===== config.mk =====
export PLATFORM = sky130hd
export DESIGN_NAME = phy_status_debug_observer
export DESIGN_NICKNAME = d
export VERILOG_FILES = /design/src/phy_status_pkg.sv /design/src/phy_status_debug_observer.sv
export VERILOG_INCLUDE_DIRS = /design/src
export SDC_FILE = /design/constraint.sdc
export NUM_CORES = 1
export LEC_CHECK = 0
export BUFFER_PORTS_ARGS = -buffer_cell sky130_fd_sc_hd__buf_2
export CAP_MARGIN = 20
export CORE_MARGIN = 8
export CORE_UTILIZATION = 31
export CTS_BUF_LIST = sky130_fd_sc_hd__clkbuf_2
export CTS_CLUSTER_SIZE = 8
export DETAILED_ROUTE_END_ITERATION = 12
export PLACE_DENSITY = 0.61
export SYNTH_ARGS = -nofsm -noshare
export SYNTH_HDL_FRONTEND = slang
export SYNTH_SLANG_ARGS = --single-unit

===== constraint.sdc =====
create_clock -name sys_clk -period 0.85 [get_ports sys_clk]
set_input_delay 0.085 -clock sys_clk [delete_from_list [all_inputs] [get_ports sys_clk]]
set_output_delay 0.085 -clock sys_clk [all_outputs]
set_load 0.02 [all_outputs]

===== src/phy_status_debug_observer_regs.svh =====
// bit positions, reset values and widths for the status lamps and debug bus
`ifndef PHY_STATUS_DEBUG_OBSERVER_REGS_SVH
`define PHY_STATUS_DEBUG_OBSERVER_REGS_SVH

`define LAMP_W          8
`define LAMP_ORIENT_HI0 0
`define LAMP_ORIENT_HI1 1
`define LAMP_ONE_LANE   2
`define LAMP_PORT_INIT  3
`define LAMP_LINK_INIT  4
`define LAMP_CLK_LOCK   5
`define LAMP_SIM_ERR    6
`define LAMP_SIM_DONE   7
`define LAMP_RST        8'h03

`define DBG_W           224
`define DBG_RST         224'h0
`define DBG_IDLE2       0
`define DBG_MODE_1X     1
`define DBG_IDLE1       2
`define DBG_PORT_INIT   3
`define DBG_RX_LANE_R   4
`define DBG_CHBOND_EN   5
`define DBG_ALIGN_LO    10
`define DBG_COMMA_LO    14
`define DBG_INHIBIT_LO  30
`define DBG_RX_RST_REQ  34
`define DBG_NX_ALIGNED  35
`define DBG_NX_READY    36
`define DBG_1X_DETECT   37
`define DBG_STATE_LO    38
`define DBG_OUT_SYNC    42
`define DBG_SENT_LO     96
`define DBG_INIT_SENT   103
`define DBG_SEND_LREQ   104
`define DBG_LINK_RST    105
`define DBG_STOP_LO     160
`define DBG_CAUSE_LO    192
`define DBG_ERRDET_LO   197
`define DBG_FRAME_LO    201

`define LANES           4
`define COMMA_W         16
`define CAUSE_W         5

`endif


===== src/phy_status_pkg.sv =====
// types carried by the status and debug observer
package phy_status_pkg;

    typedef enum logic [2:0] {
        INIT_SILENT,
        INIT_SEEK,
        INIT_SYNC_WAIT,
        INIT_LANE_PROBE,
        INIT_RX_RESET,
        INIT_MULTILANE,
        INIT_SINGLE_LANE_ZERO,
        INIT_SINGLE_LANE_REDUNDANT
    } initState_t;

    typedef struct packed {
        logic [3:0]  chanAligned;
        logic [15:0] charIsComma;
        logic [3:0]  txInhibit;
        logic [3:0]  laneSync;
        logic        rxResetReq;
        logic        nxAligned;
        logic        nxReady;
        logic        oneLaneDetect;
        logic        outOfSync;
    } laneStatus_t;

    // order: packet accepted down to restart-from-retry
    typedef struct packed {
        logic pktAccepted;
        logic multicastEvt;
        logic linkResponse;
        logic pktRetry;
        logic pktNotAccepted;
        logic linkRequest;
        logic restartFromRetry;
    } ctrlSymSent_t;

    // order: input retry stop down to send not-accepted
    typedef struct packed {
        logic inRetryStop;
        logic inErrorStop;
        logic outRetryStop;
        logic outErrorStop;
        logic retryDetect;
        logic sendRetry;
        logic notAcceptDetect;
        logic sendNotAccept;
    } recovery_t;

    typedef struct packed {
        logic inRecoverable;
        logic inRetry;
        logic outRecoverable;
        logic outFatal;
    } errDetect_t;

    typedef struct packed {
        logic discontinue;
        logic eop;
        logic sop;
        logic inPacket;
    } rxFraming_t;

endpackage


===== src/phy_status_debug_observer.sv =====
// status lamp driver and debug bus assembly for the serial link physical layer
`timescale 1ns/1ns
// ****************************************************************
// Notes on behaviour
// ****************************************************************
// Notes on behaviour
// - lamp bits 0 and 1 always one
// - lamp bits 6 and 7 zero in hardware
// - lamp bit 2 shows single lane configuration
// - lamp 3 port init; link needs port
// - lamp bit 4 shows link up
// - lamp bit 5 shows clock lock
// - simulation: bit 6 error, bit 7 done
// - debug 0..3 idle, mode, port; 5 bond
// - debug 4 set in redundant lane state
// - debug 41:38 carry init state code
// - align, comma, inhibit per lane fields
// - debug 96..102 flag sent control symbols
// - debug 103..105 initial, pending request, reset
// - debug 160..167 retry and stop states
// - debug 196:192 outgoing not-accepted cause
// - debug 197..200 error detect flags
// - debug 201..204 outbound receive framing
`include "phy_status_debug_observer_regs.svh"

module phy_status_debug_observer
    import phy_status_pkg::*;
#(
    parameter bit SIM_BUILD = 1'b0
) (
    input  wire logic                 sys_clk,
    input  wire logic                 rst_n,
    input  wire logic                 clkEn,
    input  wire logic                 singleLaneConfigured,
    input  wire logic                 portInitialized,
    input  wire logic                 linkInitialized,
    input  wire logic                 clockLocked,
    input  wire logic                 simSelfCheckErr,
    input  wire logic                 simExerciseDone,
    input  wire logic                 idle2Selected,
    input  wire logic                 idle1Selected,
    input  wire initState_t           initState,
    input  wire laneStatus_t          laneStatus,
    input  wire ctrlSymSent_t         ctrlSymSent,
    input  wire logic                 initialSymSent,
    input  wire logic                 linkReqPending,
    input  wire logic                 linkReset,
    input  wire recovery_t            recovery,
    input  wire logic [`CAUSE_W-1:0]  notAcceptCause,
    input  wire errDetect_t           errDetect,
    input  wire rxFraming_t           outboundLinkManagerRx,
    output logic [`LAMP_W-1:0]        status_lamp_bank,
    output logic [`DBG_W-1:0]         phyDebug
);

    // ****************************************************************
    // state decode
    // ****************************************************************
    logic redundantLane;
    logic oneLaneMode;

    always_comb begin
        redundantLane = 1'b0;
        oneLaneMode   = 1'b0;
        case (initState)
            INIT_SINGLE_LANE_ZERO: begin
                oneLaneMode = 1'b1;
            end
            INIT_SINGLE_LANE_REDUNDANT: begin
                redundantLane = 1'b1;
                oneLaneMode   = 1'b1;
            end
            default: begin
                redundantLane = 1'b0;
                oneLaneMode   = 1'b0;
            end
        endcase
    end

    // ****************************************************************
    // status lamps
    // ****************************************************************
    logic simErrLamp;
    logic simDoneLamp;
    logic laneLamp_r;
    logic portLamp_r;
    logic linkLamp_r;
    logic lockLamp_r;
    logic simErrLamp_r;
    logic simDoneLamp_r;

    // sim-only lamps compile out to zero in hardware builds
    assign simErrLamp  = SIM_BUILD ? simSelfCheckErr : 1'b0;
    assign simDoneLamp = SIM_BUILD ? simExerciseDone : 1'b0;

    always_ff @(posedge sys_clk or negedge rst_n) begin
        if (!rst_n) begin
            laneLamp_r <= 1'b0;
            portLamp_r <= 1'b0;
        end else if (clkEn) begin
            laneLamp_r <= singleLaneConfigured;
            portLamp_r <= portInitialized;
        end
    end

    // link lamp gated by port so a stale link flag never shows alone
    always_ff @(posedge sys_clk or negedge rst_n) begin
        if (!rst_n) begin
            linkLamp_r <= 1'b0;
        end else if (clkEn) begin
            linkLamp_r <= linkInitialized & portInitialized;
        end
    end

    always_ff @(posedge sys_clk or negedge rst_n) begin
        if (!rst_n) begin
            lockLamp_r <= 1'b0;
        end else if (clkEn) begin
            lockLamp_r <= clockLocked;
        end
    end

    always_ff @(posedge sys_clk or negedge rst_n) begin
        if (!rst_n) begin
            simErrLamp_r  <= 1'b0;
            simDoneLamp_r <= 1'b0;
        end else if (clkEn) begin
            simErrLamp_r  <= simErrLamp;
            simDoneLamp_r <= simDoneLamp;
        end
    end

    // ****************************************************************
    // lamp assembly
    // ****************************************************************
    // orientation lamps are wired, so they read one even in reset
    always_comb begin
        status_lamp_bank                   = `LAMP_RST;
        status_lamp_bank[`LAMP_ORIENT_HI0] = 1'b1;
        status_lamp_bank[`LAMP_ORIENT_HI1] = 1'b1;
        status_lamp_bank[`LAMP_ONE_LANE]   = laneLamp_r;
        status_lamp_bank[`LAMP_PORT_INIT]  = portLamp_r;
        status_lamp_bank[`LAMP_LINK_INIT]  = linkLamp_r;
        status_lamp_bank[`LAMP_CLK_LOCK]   = lockLamp_r;
        status_lamp_bank[`LAMP_SIM_ERR]    = simErrLamp_r;
        status_lamp_bank[`LAMP_SIM_DONE]   = simDoneLamp_r;
    end

    // ****************************************************************
    // debug bus, initialisation flags
    // ****************************************************************
    logic [1:0] idleSel_r;
    logic       oneLane_r;
    logic       redundant_r;
    logic       portDbg_r;
    logic       bondEn_r;

    always_ff @(posedge sys_clk or negedge rst_n) begin
        if (!rst_n) begin
            idleSel_r <= 2'h0;
            portDbg_r <= 1'b0;
        end else if (clkEn) begin
            idleSel_r <= {idle1Selected, idle2Selected};
            portDbg_r <= portInitialized;
        end
    end

    always_ff @(posedge sys_clk or negedge rst_n) begin
        if (!rst_n) begin
            oneLane_r   <= 1'b0;
            redundant_r <= 1'b0;
        end else if (clkEn) begin
            oneLane_r   <= oneLaneMode;
            redundant_r <= redundantLane;
        end
    end

    // bonding only makes sense once every lane holds sync
    always_ff @(posedge sys_clk or negedge rst_n) begin
        if (!rst_n) begin
            bondEn_r <= 1'b0;
        end else if (clkEn) begin
            bondEn_r <= &laneStatus.laneSync;
        end
    end

    // ****************************************************************
    // debug bus, per-lane transceiver fields
    // ****************************************************************
    logic [`LANES-1:0]   align_r;
    logic [`COMMA_W-1:0] comma_r;
    logic [`LANES-1:0]   inhibit_r;
    logic [3:0]          laneFlags_r;
    logic                outOfSync_r;

    always_ff @(posedge sys_clk or negedge rst_n) begin
        if (!rst_n) begin
            align_r   <= '0;
            comma_r   <= '0;
            inhibit_r <= '0;
        end else if (clkEn) begin
            align_r   <= laneStatus.chanAligned;
            comma_r   <= laneStatus.charIsComma;
            inhibit_r <= laneStatus.txInhibit;
        end
    end

    always_ff @(posedge sys_clk or negedge rst_n) begin
        if (!rst_n) begin
            laneFlags_r <= 4'h0;
            outOfSync_r <= 1'b0;
        end else if (clkEn) begin
            laneFlags_r <= {laneStatus.oneLaneDetect, laneStatus.nxReady,
                            laneStatus.nxAligned, laneStatus.rxResetReq};
            outOfSync_r <= laneStatus.outOfSync;
        end
    end

    // ****************************************************************
    // debug bus, initialisation state
    // ****************************************************************
    initState_t state_r;

    always_ff @(posedge sys_clk or negedge rst_n) begin
        if (!rst_n) begin
            state_r <= INIT_SILENT;
        end else if (clkEn) begin
            state_r <= initState;
        end
    end

    // ****************************************************************
    // debug bus, control symbols
    // ****************************************************************
    ctrlSymSent_t sent_r;
    logic         initSent_r;
    logic         lreqPend_r;
    logic         linkRst_r;

    always_ff @(posedge sys_clk or negedge rst_n) begin
        if (!rst_n) begin
            sent_r <= '0;
        end else if (clkEn) begin
            sent_r <= ctrlSymSent;
        end
    end

    always_ff @(posedge sys_clk or negedge rst_n) begin
        if (!rst_n) begin
            initSent_r <= 1'b0;
            lreqPend_r <= 1'b0;
            linkRst_r  <= 1'b0;
        end else if (clkEn) begin
            initSent_r <= initialSymSent;
            lreqPend_r <= linkReqPending;
            linkRst_r  <= linkReset;
        end
    end

    // ****************************************************************
    // debug bus, recovery and cause
    // ****************************************************************
    recovery_t           recovery_r;
    logic [`CAUSE_W-1:0] cause_r;

    always_ff @(posedge sys_clk or negedge rst_n) begin
        if (!rst_n) begin
            recovery_r <= '0;
        end else if (clkEn) begin
            recovery_r <= recovery;
        end
    end

    always_ff @(posedge sys_clk or negedge rst_n) begin
        if (!rst_n) begin
            cause_r <= '0;
        end else if (clkEn) begin
            cause_r <= notAcceptCause;
        end
    end

    // ****************************************************************
    // debug bus, error detect and framing
    // ****************************************************************
    errDetect_t errDet_r;
    rxFraming_t framing_r;

    always_ff @(posedge sys_clk or negedge rst_n) begin
        if (!rst_n) begin
            errDet_r <= '0;
        end else if (clkEn) begin
            errDet_r <= errDetect;
        end
    end

    always_ff @(posedge sys_clk or negedge rst_n) begin
        if (!rst_n) begin
            framing_r <= '0;
        end else if (clkEn) begin
            framing_r <= outboundLinkManagerRx;
        end
    end

    // ****************************************************************
    // debug bus assembly
    // ****************************************************************
    // registers keep probe fan-out off the link timing paths;
    // single-cycle events seen while clkEn is low are not held
    always_comb begin
        phyDebug                            = `DBG_RST;
        phyDebug[`DBG_IDLE2]                = idleSel_r[0];
        phyDebug[`DBG_MODE_1X]              = oneLane_r;
        phyDebug[`DBG_IDLE1]                = idleSel_r[1];
        phyDebug[`DBG_PORT_INIT]            = portDbg_r;
        phyDebug[`DBG_RX_LANE_R]            = redundant_r;
        phyDebug[`DBG_CHBOND_EN]            = bondEn_r;
        phyDebug[`DBG_ALIGN_LO +: `LANES]   = align_r;
        phyDebug[`DBG_COMMA_LO +: `COMMA_W] = comma_r;
        phyDebug[`DBG_INHIBIT_LO +: `LANES] = inhibit_r;
        phyDebug[`DBG_RX_RST_REQ]           = laneFlags_r[0];
        phyDebug[`DBG_NX_ALIGNED]           = laneFlags_r[1];
        phyDebug[`DBG_NX_READY]             = laneFlags_r[2];
        phyDebug[`DBG_1X_DETECT]            = laneFlags_r[3];
        phyDebug[`DBG_STATE_LO +: 4]        = {1'b0, state_r};
        phyDebug[`DBG_OUT_SYNC]             = outOfSync_r;
        phyDebug[`DBG_SENT_LO +: 7]         = sent_r;
        phyDebug[`DBG_INIT_SENT]            = initSent_r;
        phyDebug[`DBG_SEND_LREQ]            = lreqPend_r;
        phyDebug[`DBG_LINK_RST]             = linkRst_r;
        phyDebug[`DBG_STOP_LO +: 8]         = recovery_r;
        phyDebug[`DBG_CAUSE_LO +: `CAUSE_W] = cause_r;
        phyDebug[`DBG_ERRDET_LO +: 4]       = errDet_r;
        phyDebug[`DBG_FRAME_LO +: 4]        = framing_r;
    end

endmodule


# Yosys cells after proc, flatten, opt, wreduce, memory -nomap -nowiden
# Cells that the tools add are included.
# W data, S select, Z words.
# op_classes
eq_ne	2
mux	2
bitwise	1
n_reduce_logical	2
# op_table
op	n
$eq A3 B3 Y1 const B	2
$reduce_and A4 Y1	1
$mux W1	2
$reduce_or A2 Y1	1
$and A1 B1 Y1	1
# word_totals
regBits	72
inputBits	78
word_cells	48

# Longest topological paths before layout
# Gate-level depths: netlist (run 1).
# logic_depth
ltp_word	3
ltp_mapped	4

# Least setup slack after synthesis (run 1)
# No wires, ideal clock.
# synth_path
kind	flip-flop to flip-flop
from	register comma_r[11] (netlist name)
to	register comma_r[11]
t_arrival_ns	0.718
required_time_ns	0.723
path_slack_ns	0.004
stages_incl_launch_ff	2
period_less_slack_ns	0.846
path_cell_list	dfrtp_1 mux2_1
# synth_rtl
element	line	rtl
end signal: assignment	phy_status_debug_observer.sv:203	comma_r <= laneStatus.charIsComma;
end: declaration	phy_status_debug_observer.sv:191	logic [`COMMA_W-1:0] comma_r;

# Final worst setup path (run 1)
# layout_path
from	register comma_r[13]
to	output port phyDebug[27]
# layout_rtl
element	line	rtl
end: declaration	phy_status_debug_observer.sv:53	output logic [`DBG_W-1:0] phyDebug
# No word-level cell between the ends.

==> results.md, run 1 <==
- Status: finished with violations
- Violated checks: setup timing
- Drt drc: 0
- CTS Sinks: 72
- Hold Path Class: in -> reg
- Vias/cell: 3.62
- CP startpoint kind: flop
- Port Buffers: 148
- First-pass GRT wire length: 17400 um
- Power per cell area: 1480 nW/um^2
- Critical Path Stages: 1
- Delay-heaviest family, CP: flip-flops
- Vias in the first global route: 3184
- Peak Freq: around 830 MHz
- Core Area: around 13000 um^2
- Commonest non-fill, non-tap cell in the layout: conb_1
- Post-DP HPWL: 7380 um
- Total GRT Usage: 0.125
- Pre-CTS WS: -0.125 ns
- Min-Delay Path Depth: 3
- Post-layout util: 0.462
- Area grow syn2layout: 46.4%
- Largest net degree at the start of global routing: 39
- Synthesized flop and latch total: between 70 and 80
- CTS buffer count: 9
- Initial antenna violation count: 0
- DRT Wirelength: 11800 um
- Synth Cell Area: 4150 um^2
- Hold slack: 0.0671 ns
- DR vias: between 2000 and 3000
- PnR worst setup slack: -0.352 ns
- Die Ht: 132 um
- Die W: 132 um
- Layout cells sized above 1: 0.451
- Setup Crit Path Kind: reg -> out
- VDD IR max: 0.937 mV
- Ant diodes: 0
- Post-synthesis cell count: 333
- Setup crit end kind: output port
- Leak pwr: between 0.003 and 0.004 uW
- Clock transition at the registers of the reported paths: 0.21 ns
- Total iterations of the first detailed-routing run: 4
- CTS root buffer: clkbuf_2
- Min Tclk post-route: 1.20 ns
- Final net count: 660
- Crit-path slowest cell: dfrtp_1
- Most frequent cells in the layout: conb_1 (159), buf_6 (92), dlygate4sd3_1 (76), buf_2 (73), dfrtp_1 (72)
- Synth Area per Inst: ~12 um^2
- Total gr overflow: 0
- Worst Reg-to-Reg Cells: 3
- Synth Warn #: 0
- Final hold violation count: 0
- Iter 0 DRT Violations: 46
- CTS tree: done
- Drt wl/cell: ~16 um
- Final ANT Viol Nets: 0
- CTS max path bufs: 2
- CP Cell Sequence: buf_6
- WP data required: 0.76 ns
- Die footprint: 17300 um^2
- GP Congestion: roughly 0.69
- Slew Limit Fails: 0
- I/O pins: 310
- RSZ-0062 raised after global routing: true
- Clock latency at the later pin of the worst-skew pair: 0.50 ns
- # Max-Cap Violations: 0
- # setup viols final: around 150
- Post-synthesis sequential area ratio: 0.434
- Library cells used by synthesis: 13
- Crit path largest cell delay: approximately 0.45 ns
- Initial Utilization: 0.316
- H-tree levels: 3
- Arrival @ worst endpoint: 1.12 ns
- Fill cells: 1139
- CP Max Fanout: 2
- CP Buf/Inv Count: 1
- Rows: 42
- Skew final: 0 ns
- Final period util: 1.41
## logic make-up after synthesis
group	synth area share
buf+inv	0.332
mux	0.223
flops	0.434
other cells	0.00181
simple gates	0.00543
compound gates	0.00362
## through the flow
| step | std cells | area [um^2] | TNS (ns) | total power [uW] |
|---|---|---|---|---|
| after floorplan | 490 | 4740 | 0 | 6220 |
| after global placement | 639 | 4420 | -5.15 | 6280 |
| after detailed placement | 639 | 4420 | -5.95 | 6310 |
| after CTS | 753 | 5890 | -38.03 | 8920 |
| after global routing | 763 | 6070 | -40.96 | 9480 |
| final | 763 | 6070 | -34.03 | 8970 |
## synth_stat cells
library cell | number | area (um^2)
mux2_2 | 25 | 282
dfrtp_1 | 72 | 1800
mux2i_1 | 1 | 10.0
nand4_1 | 2 | 12.5
mux2_4 | 40 | 601
conb_1 | 2 | 7.51
buf_6 | 6 | 67.6
buf_2 | 2 | 10.0
buf_4 | 171 | 1280
o21ai_0 | 3 | 15.0
nand3_1 | 2 | 10.0
inv_1 | 4 | 15.0
mux2_1 | 3 | 33.8
## state kept, by name, summed over array words and instances (netlist names), 2 cells and up
signal and count:
inhibit_r 4, laneFlags_r 4, idleSel_r 2, state_r 3
cause_r 5, phyDebug 23, comma_r 16, align_r 4
## path summary, 6_finish.rpt
check | slack, ns | startpoint | end
setup / recovery | -0.35 | comma_r[13] | phyDebug[27]
setup reg to reg | -0.14 | lockLamp_r | lockLamp_r
max in group asynchronous | -0.01 | rst_n | comma_r[1]
hold / removal | 0.07 | clkEn | oneLane_r
hold reg to reg | 0.55 | comma_r[11] | comma_r[11]
min in group asynchronous | 0.63 | rst_n | phyDebug[204]
## tightest hold or removal path: stages
cell     delay, ns
buf_4         0.10
buf_12        0.23
o21ai_0       0.14
## layer usage
metal / GRT usage / routed length (um)
met5: 0 / 0
met2: 0.227 / 6390
met3: 0.0854 / 1550
met1: 0.105 / 3820
met4: 0.0421 / 93
## final cells by class
| class | instances | area (um^2) | share of cell area |
|---|---|---|---|
| clock buffers | 9 | 45.0 | 0.00742 |
| clock inverters | 7 | 38.8 | 0.00639 |
| inverters | 4 | 15.0 | 0.00247 |
| multi-input cells | 235 | 1560 | 0.257 |
| flip-flops and latches | 72 | 1800 | 0.297 |
| well taps | 176 | 220 | 0.0363 |
| repair buffers | 260 | 2390 | 0.393 |
## power breakdown
part	internal, uW	switching [uW]
logic	1660	1700
registers	3760	276
clock network	352	1220
total	5770	3190
## what timing repair did
action | CTS | global route
pin swaps | 0 | 0
hold endpoints to repair | 144 | 35
gates resized for setup | 146 | 20
hold buffers | 76 | 2
setup endpoints to repair | 73 | 155
setup buffers | 22 | 14
gates cloned | 0 | 2
Power figures use the tool's default switching activity.
==> inputs of run 2 (changes only) <==
--- a/config.mk
+++ b/config.mk
@@ -8,12 +8,12 @@
 export LEC_CHECK = 0
 export BUFFER_PORTS_ARGS = -buffer_cell sky130_fd_sc_hd__buf_2
 export CAP_MARGIN = 20
-export CORE_MARGIN = 8
-export CORE_UTILIZATION = 31
+export CORE_AREA = 8 8 115 117
 export CTS_BUF_LIST = sky130_fd_sc_hd__clkbuf_2
 export CTS_CLUSTER_SIZE = 8
 export DETAILED_ROUTE_END_ITERATION = 12
-export PLACE_DENSITY = 0.61
+export DIE_AREA = 0 0 123 125
+export PLACE_DENSITY = 0.74
 export SYNTH_ARGS = -nofsm -noshare
 export SYNTH_HDL_FRONTEND = slang
 export SYNTH_SLANG_ARGS = --single-unit
==> run 2 against run 1 <==
Against the previous run: the flow finishes with violations (hold timing, setup timing); global-route usage grew 1.6 points; sequential power barely moved; worst setup slack better by 0.028 ns; total power increased by 2.3%; critical path type unchanged; largest cell class unchanged.
==> results.md, run 2 (synthesis gave the netlist of run 1 again) <==
- Setup crit end kind: output port
- Die Ht: 125 um (-5.1%)
- I/O pins: 310 (unchanged)
- Most frequent cells in the layout: conb_1 (159), buf_6 (79), dlygate4sd3_1 (75), buf_2 (75), dfrtp_1 (72)
- Final hold violation count: 12 (+12)
- Post-CTS Hold Buffers: 75 (-1.3%)
- Post-DP HPWL: 7270 um (-1.4%)
- Die footprint: 15400 um^2 (-11%)
- PnR worst setup slack: -0.325 ns (+0.0277 ns)
- # Max-Cap Violations: 0 (unchanged)
- Crit-path slowest cell: dfrtp_1
- Part of the power in registers: 0.439 (-0.012)
- Final ANT Viol Nets: 0 (unchanged)
- Total iterations of the first detailed-routing run: 4 (unchanged)
- Clock transition at the registers of the reported paths: 0.21 ns (about the same)
- CTS max path bufs: 2 (unchanged)
- Fin Setup TNS: -23.00 ns (+11.03 ns)
- Final period util: 1.38 (-0.0326)
- Commonest non-fill, non-tap cell in the layout: conb_1
- CP Cell Sequence: buf_6
- Setup Crit Path Kind: reg -> out
- Leak pwr: 0.00312 uW (-1.6%)
- H-tree levels: 3 (unchanged)
- Placed Cells: 611 (-4.4%)
- CTS buffer count: 9 (unchanged)
- Psw: 3190 uW (about the same)
- Violated checks: hold timing, setup timing
- Peak Freq: 851 MHz (+2.4%)
- Area grow syn2layout: 43.0%
- Layout cells sized above 1: 0.442 (-0.00911)
- DRT Wirelength: 11400 um (-3.8%)
- Power per cell area: 1550 nW/um^2 (+4.8%)
- Hold Path Class: in -> async
- Comb pwr share: 0.355 (-0.020)
- CTS Sinks: 72 (unchanged)
- Hold slack: -0.00698 ns (-0.0741 ns)
- Largest net degree at the start of global routing: 31 (-21%)
- Post-layout util: 0.511 (+0.0487)
- Max FFs per register: 23 (unchanged)
- Ant diodes: 0 (unchanged)
- GP Congestion: 0.690 (+0.15%)
- DR vias: 2735 (-0.94%)
- VDD IR max: 0.871 mV (-7.1%)
- Delay-heaviest family, CP: flip-flops
- Status: finished with violations
- Slew Limit Fails: 0 (unchanged)
- Initial Utilization: 0.357 (+0.0415)
- Post-route insts no fill: 728 (-4.6%)
- Final net count: 654 (-0.91%)
- Min Tclk post-route: 1.17 ns (-0.0277 ns)
- Drt wl/cell: 15.7 um (+0.82%)
- Rows: 40 (-4.8%)
- Total gr overflow: 0 (unchanged)
- First-pass GRT wire length: 16900 um (-2.7%)
- Initial antenna violation count: 0 (unchanged)
- Arrival @ worst endpoint: 1.09 ns (-0.03 ns)
- RSZ-0062 raised after global routing: true
- Iter 0 DRT Violations: 87 (+89%)
- Vias in the first global route: 3078 (-3.3%)
- CTS tree: done
- Port Buffers: 148 (unchanged)
- Drt drc: 0 (unchanged)
- Fill cells: 970 (-15%)
- Vias/cell: 3.76 (+3.8%)
- Die W: 123 um (-6.6%)
- Crit path largest cell delay: 0.45 ns (about the same)
- Int Power: 5990 uW (+3.7%)
- CTS root buffer: clkbuf_2
- CP Buf/Inv Count: 1 (unchanged)
- # setup viols final: 97 (-37%)
- WP data required: 0.76 ns (about the same)
- Skew final: 0 ns (unchanged)
- Clock network power share: 0.205 (+0.030)
- Switching share of power: 0.348 (-0.00840)
- Total GRT Usage: 0.141 (+0.0163)
- Clock latency at the later pin of the worst-skew pair: 0.48 ns (-0.02 ns)
- CP startpoint kind: flop
- Core Area: 11600 um^2 (-12%)
- CP Max Fanout: 2 (unchanged)
run 2: changes by cell type in the layout (fill, tap and decap cells not counted), moves of 2 or more:
| cell | previous run | this run |
|---|---|---|
| buf_6 | 92 | 79 |
| buf_2 | 73 | 75 |
| clkbuf_16 | 2 | 0 |
| clkinv_1 | 1 | 3 |
| buf_4 | 13 | 20 |
| clkinv_2 | 4 | 1 |
run 2: repair_timing:
item	in CTS	in global routing
gates resized for setup	142	9
buffers inserted	17	11
setup endpoints to repair	73	88
endpoints found under the hold margin	144	14
run 2: worst paths after layout:
| path | from | slack, ns | to | depth (start not counted) |
|---|---|---|---|---|
| worst max-delay path | outOfSync_r | -0.32 | phyDebug[42] | 1 |
| worst min-delay path | rst_n | -0.007 | phyDebug[199] | 2 |
| worst max register to register | comma_r[7] | -0.09 | comma_r[7] | 2 |
| worst min register to register | bondEn_r | 0.55 | bondEn_r | 2 |
| max in group asynchronous | rst_n | 0.43 | align_r[1] | 3 |
| min in group sys_clk | clkEn | 0.09 | comma_r[9] | 3 |
run 2: power by group through the flow:
| stage | sequential (uW) | clock, uW | combinational [uW] |
|---|---|---|---|
| after global placement | 3990 | 0 | 2290 |
| after detailed placement | 4000 | 0 | 2330 |
| final | 4030 | 1880 | 3260 |
| after CTS | 4020 | 2010 | 3100 |
| after global routing | 4070 | 2130 | 3440 |
| after floorplan | 4360 | 0 | 1860 |
run 2: area by class of cell:
class	count	area, um^2	share of cell area
multi-input cells	235	1560	0.263
flip-flops and latches	72	1800	0.304
repair buffers	254	2270	0.382
clock inverters	7	62.6	0.0105
clock buffers	9	45.0	0.00759
well taps	147	184	0.0310
inverters	4	15.0	0.00253
run 2: through the flow:
| stage | setup WS, ns | power, uW | area (um^2) |
|---|---|---|---|
| finish | -0.325 | 9180 | 5930 |
| CTS | -0.403 | 9130 | 5840 |
| floorplan | 0.00419 | 6220 | 4740 |
| global route | -0.445 | 9640 | 5930 |
| detailed placement | -0.143 | 6330 | 4410 |
| global placement | -0.130 | 6290 | 4410 |
run 2: per-layer routing:
| layer | share of wire | up-vias | wire (um) | GRT usage |
|---|---|---|---|---|
| met4 | 0.021 | 0 | 242 | 0.0503 |
| met3 | 0.11 | 19 | 1310 | 0.0522 |
| met5 | 0 | - | 0 | 0 |
| met1 | 0.33 | 1302 | 3740 | 0.140 |
| li1 | - | 1236 | - | - |
| met2 | 0.54 | 178 | 6110 | 0.259 |
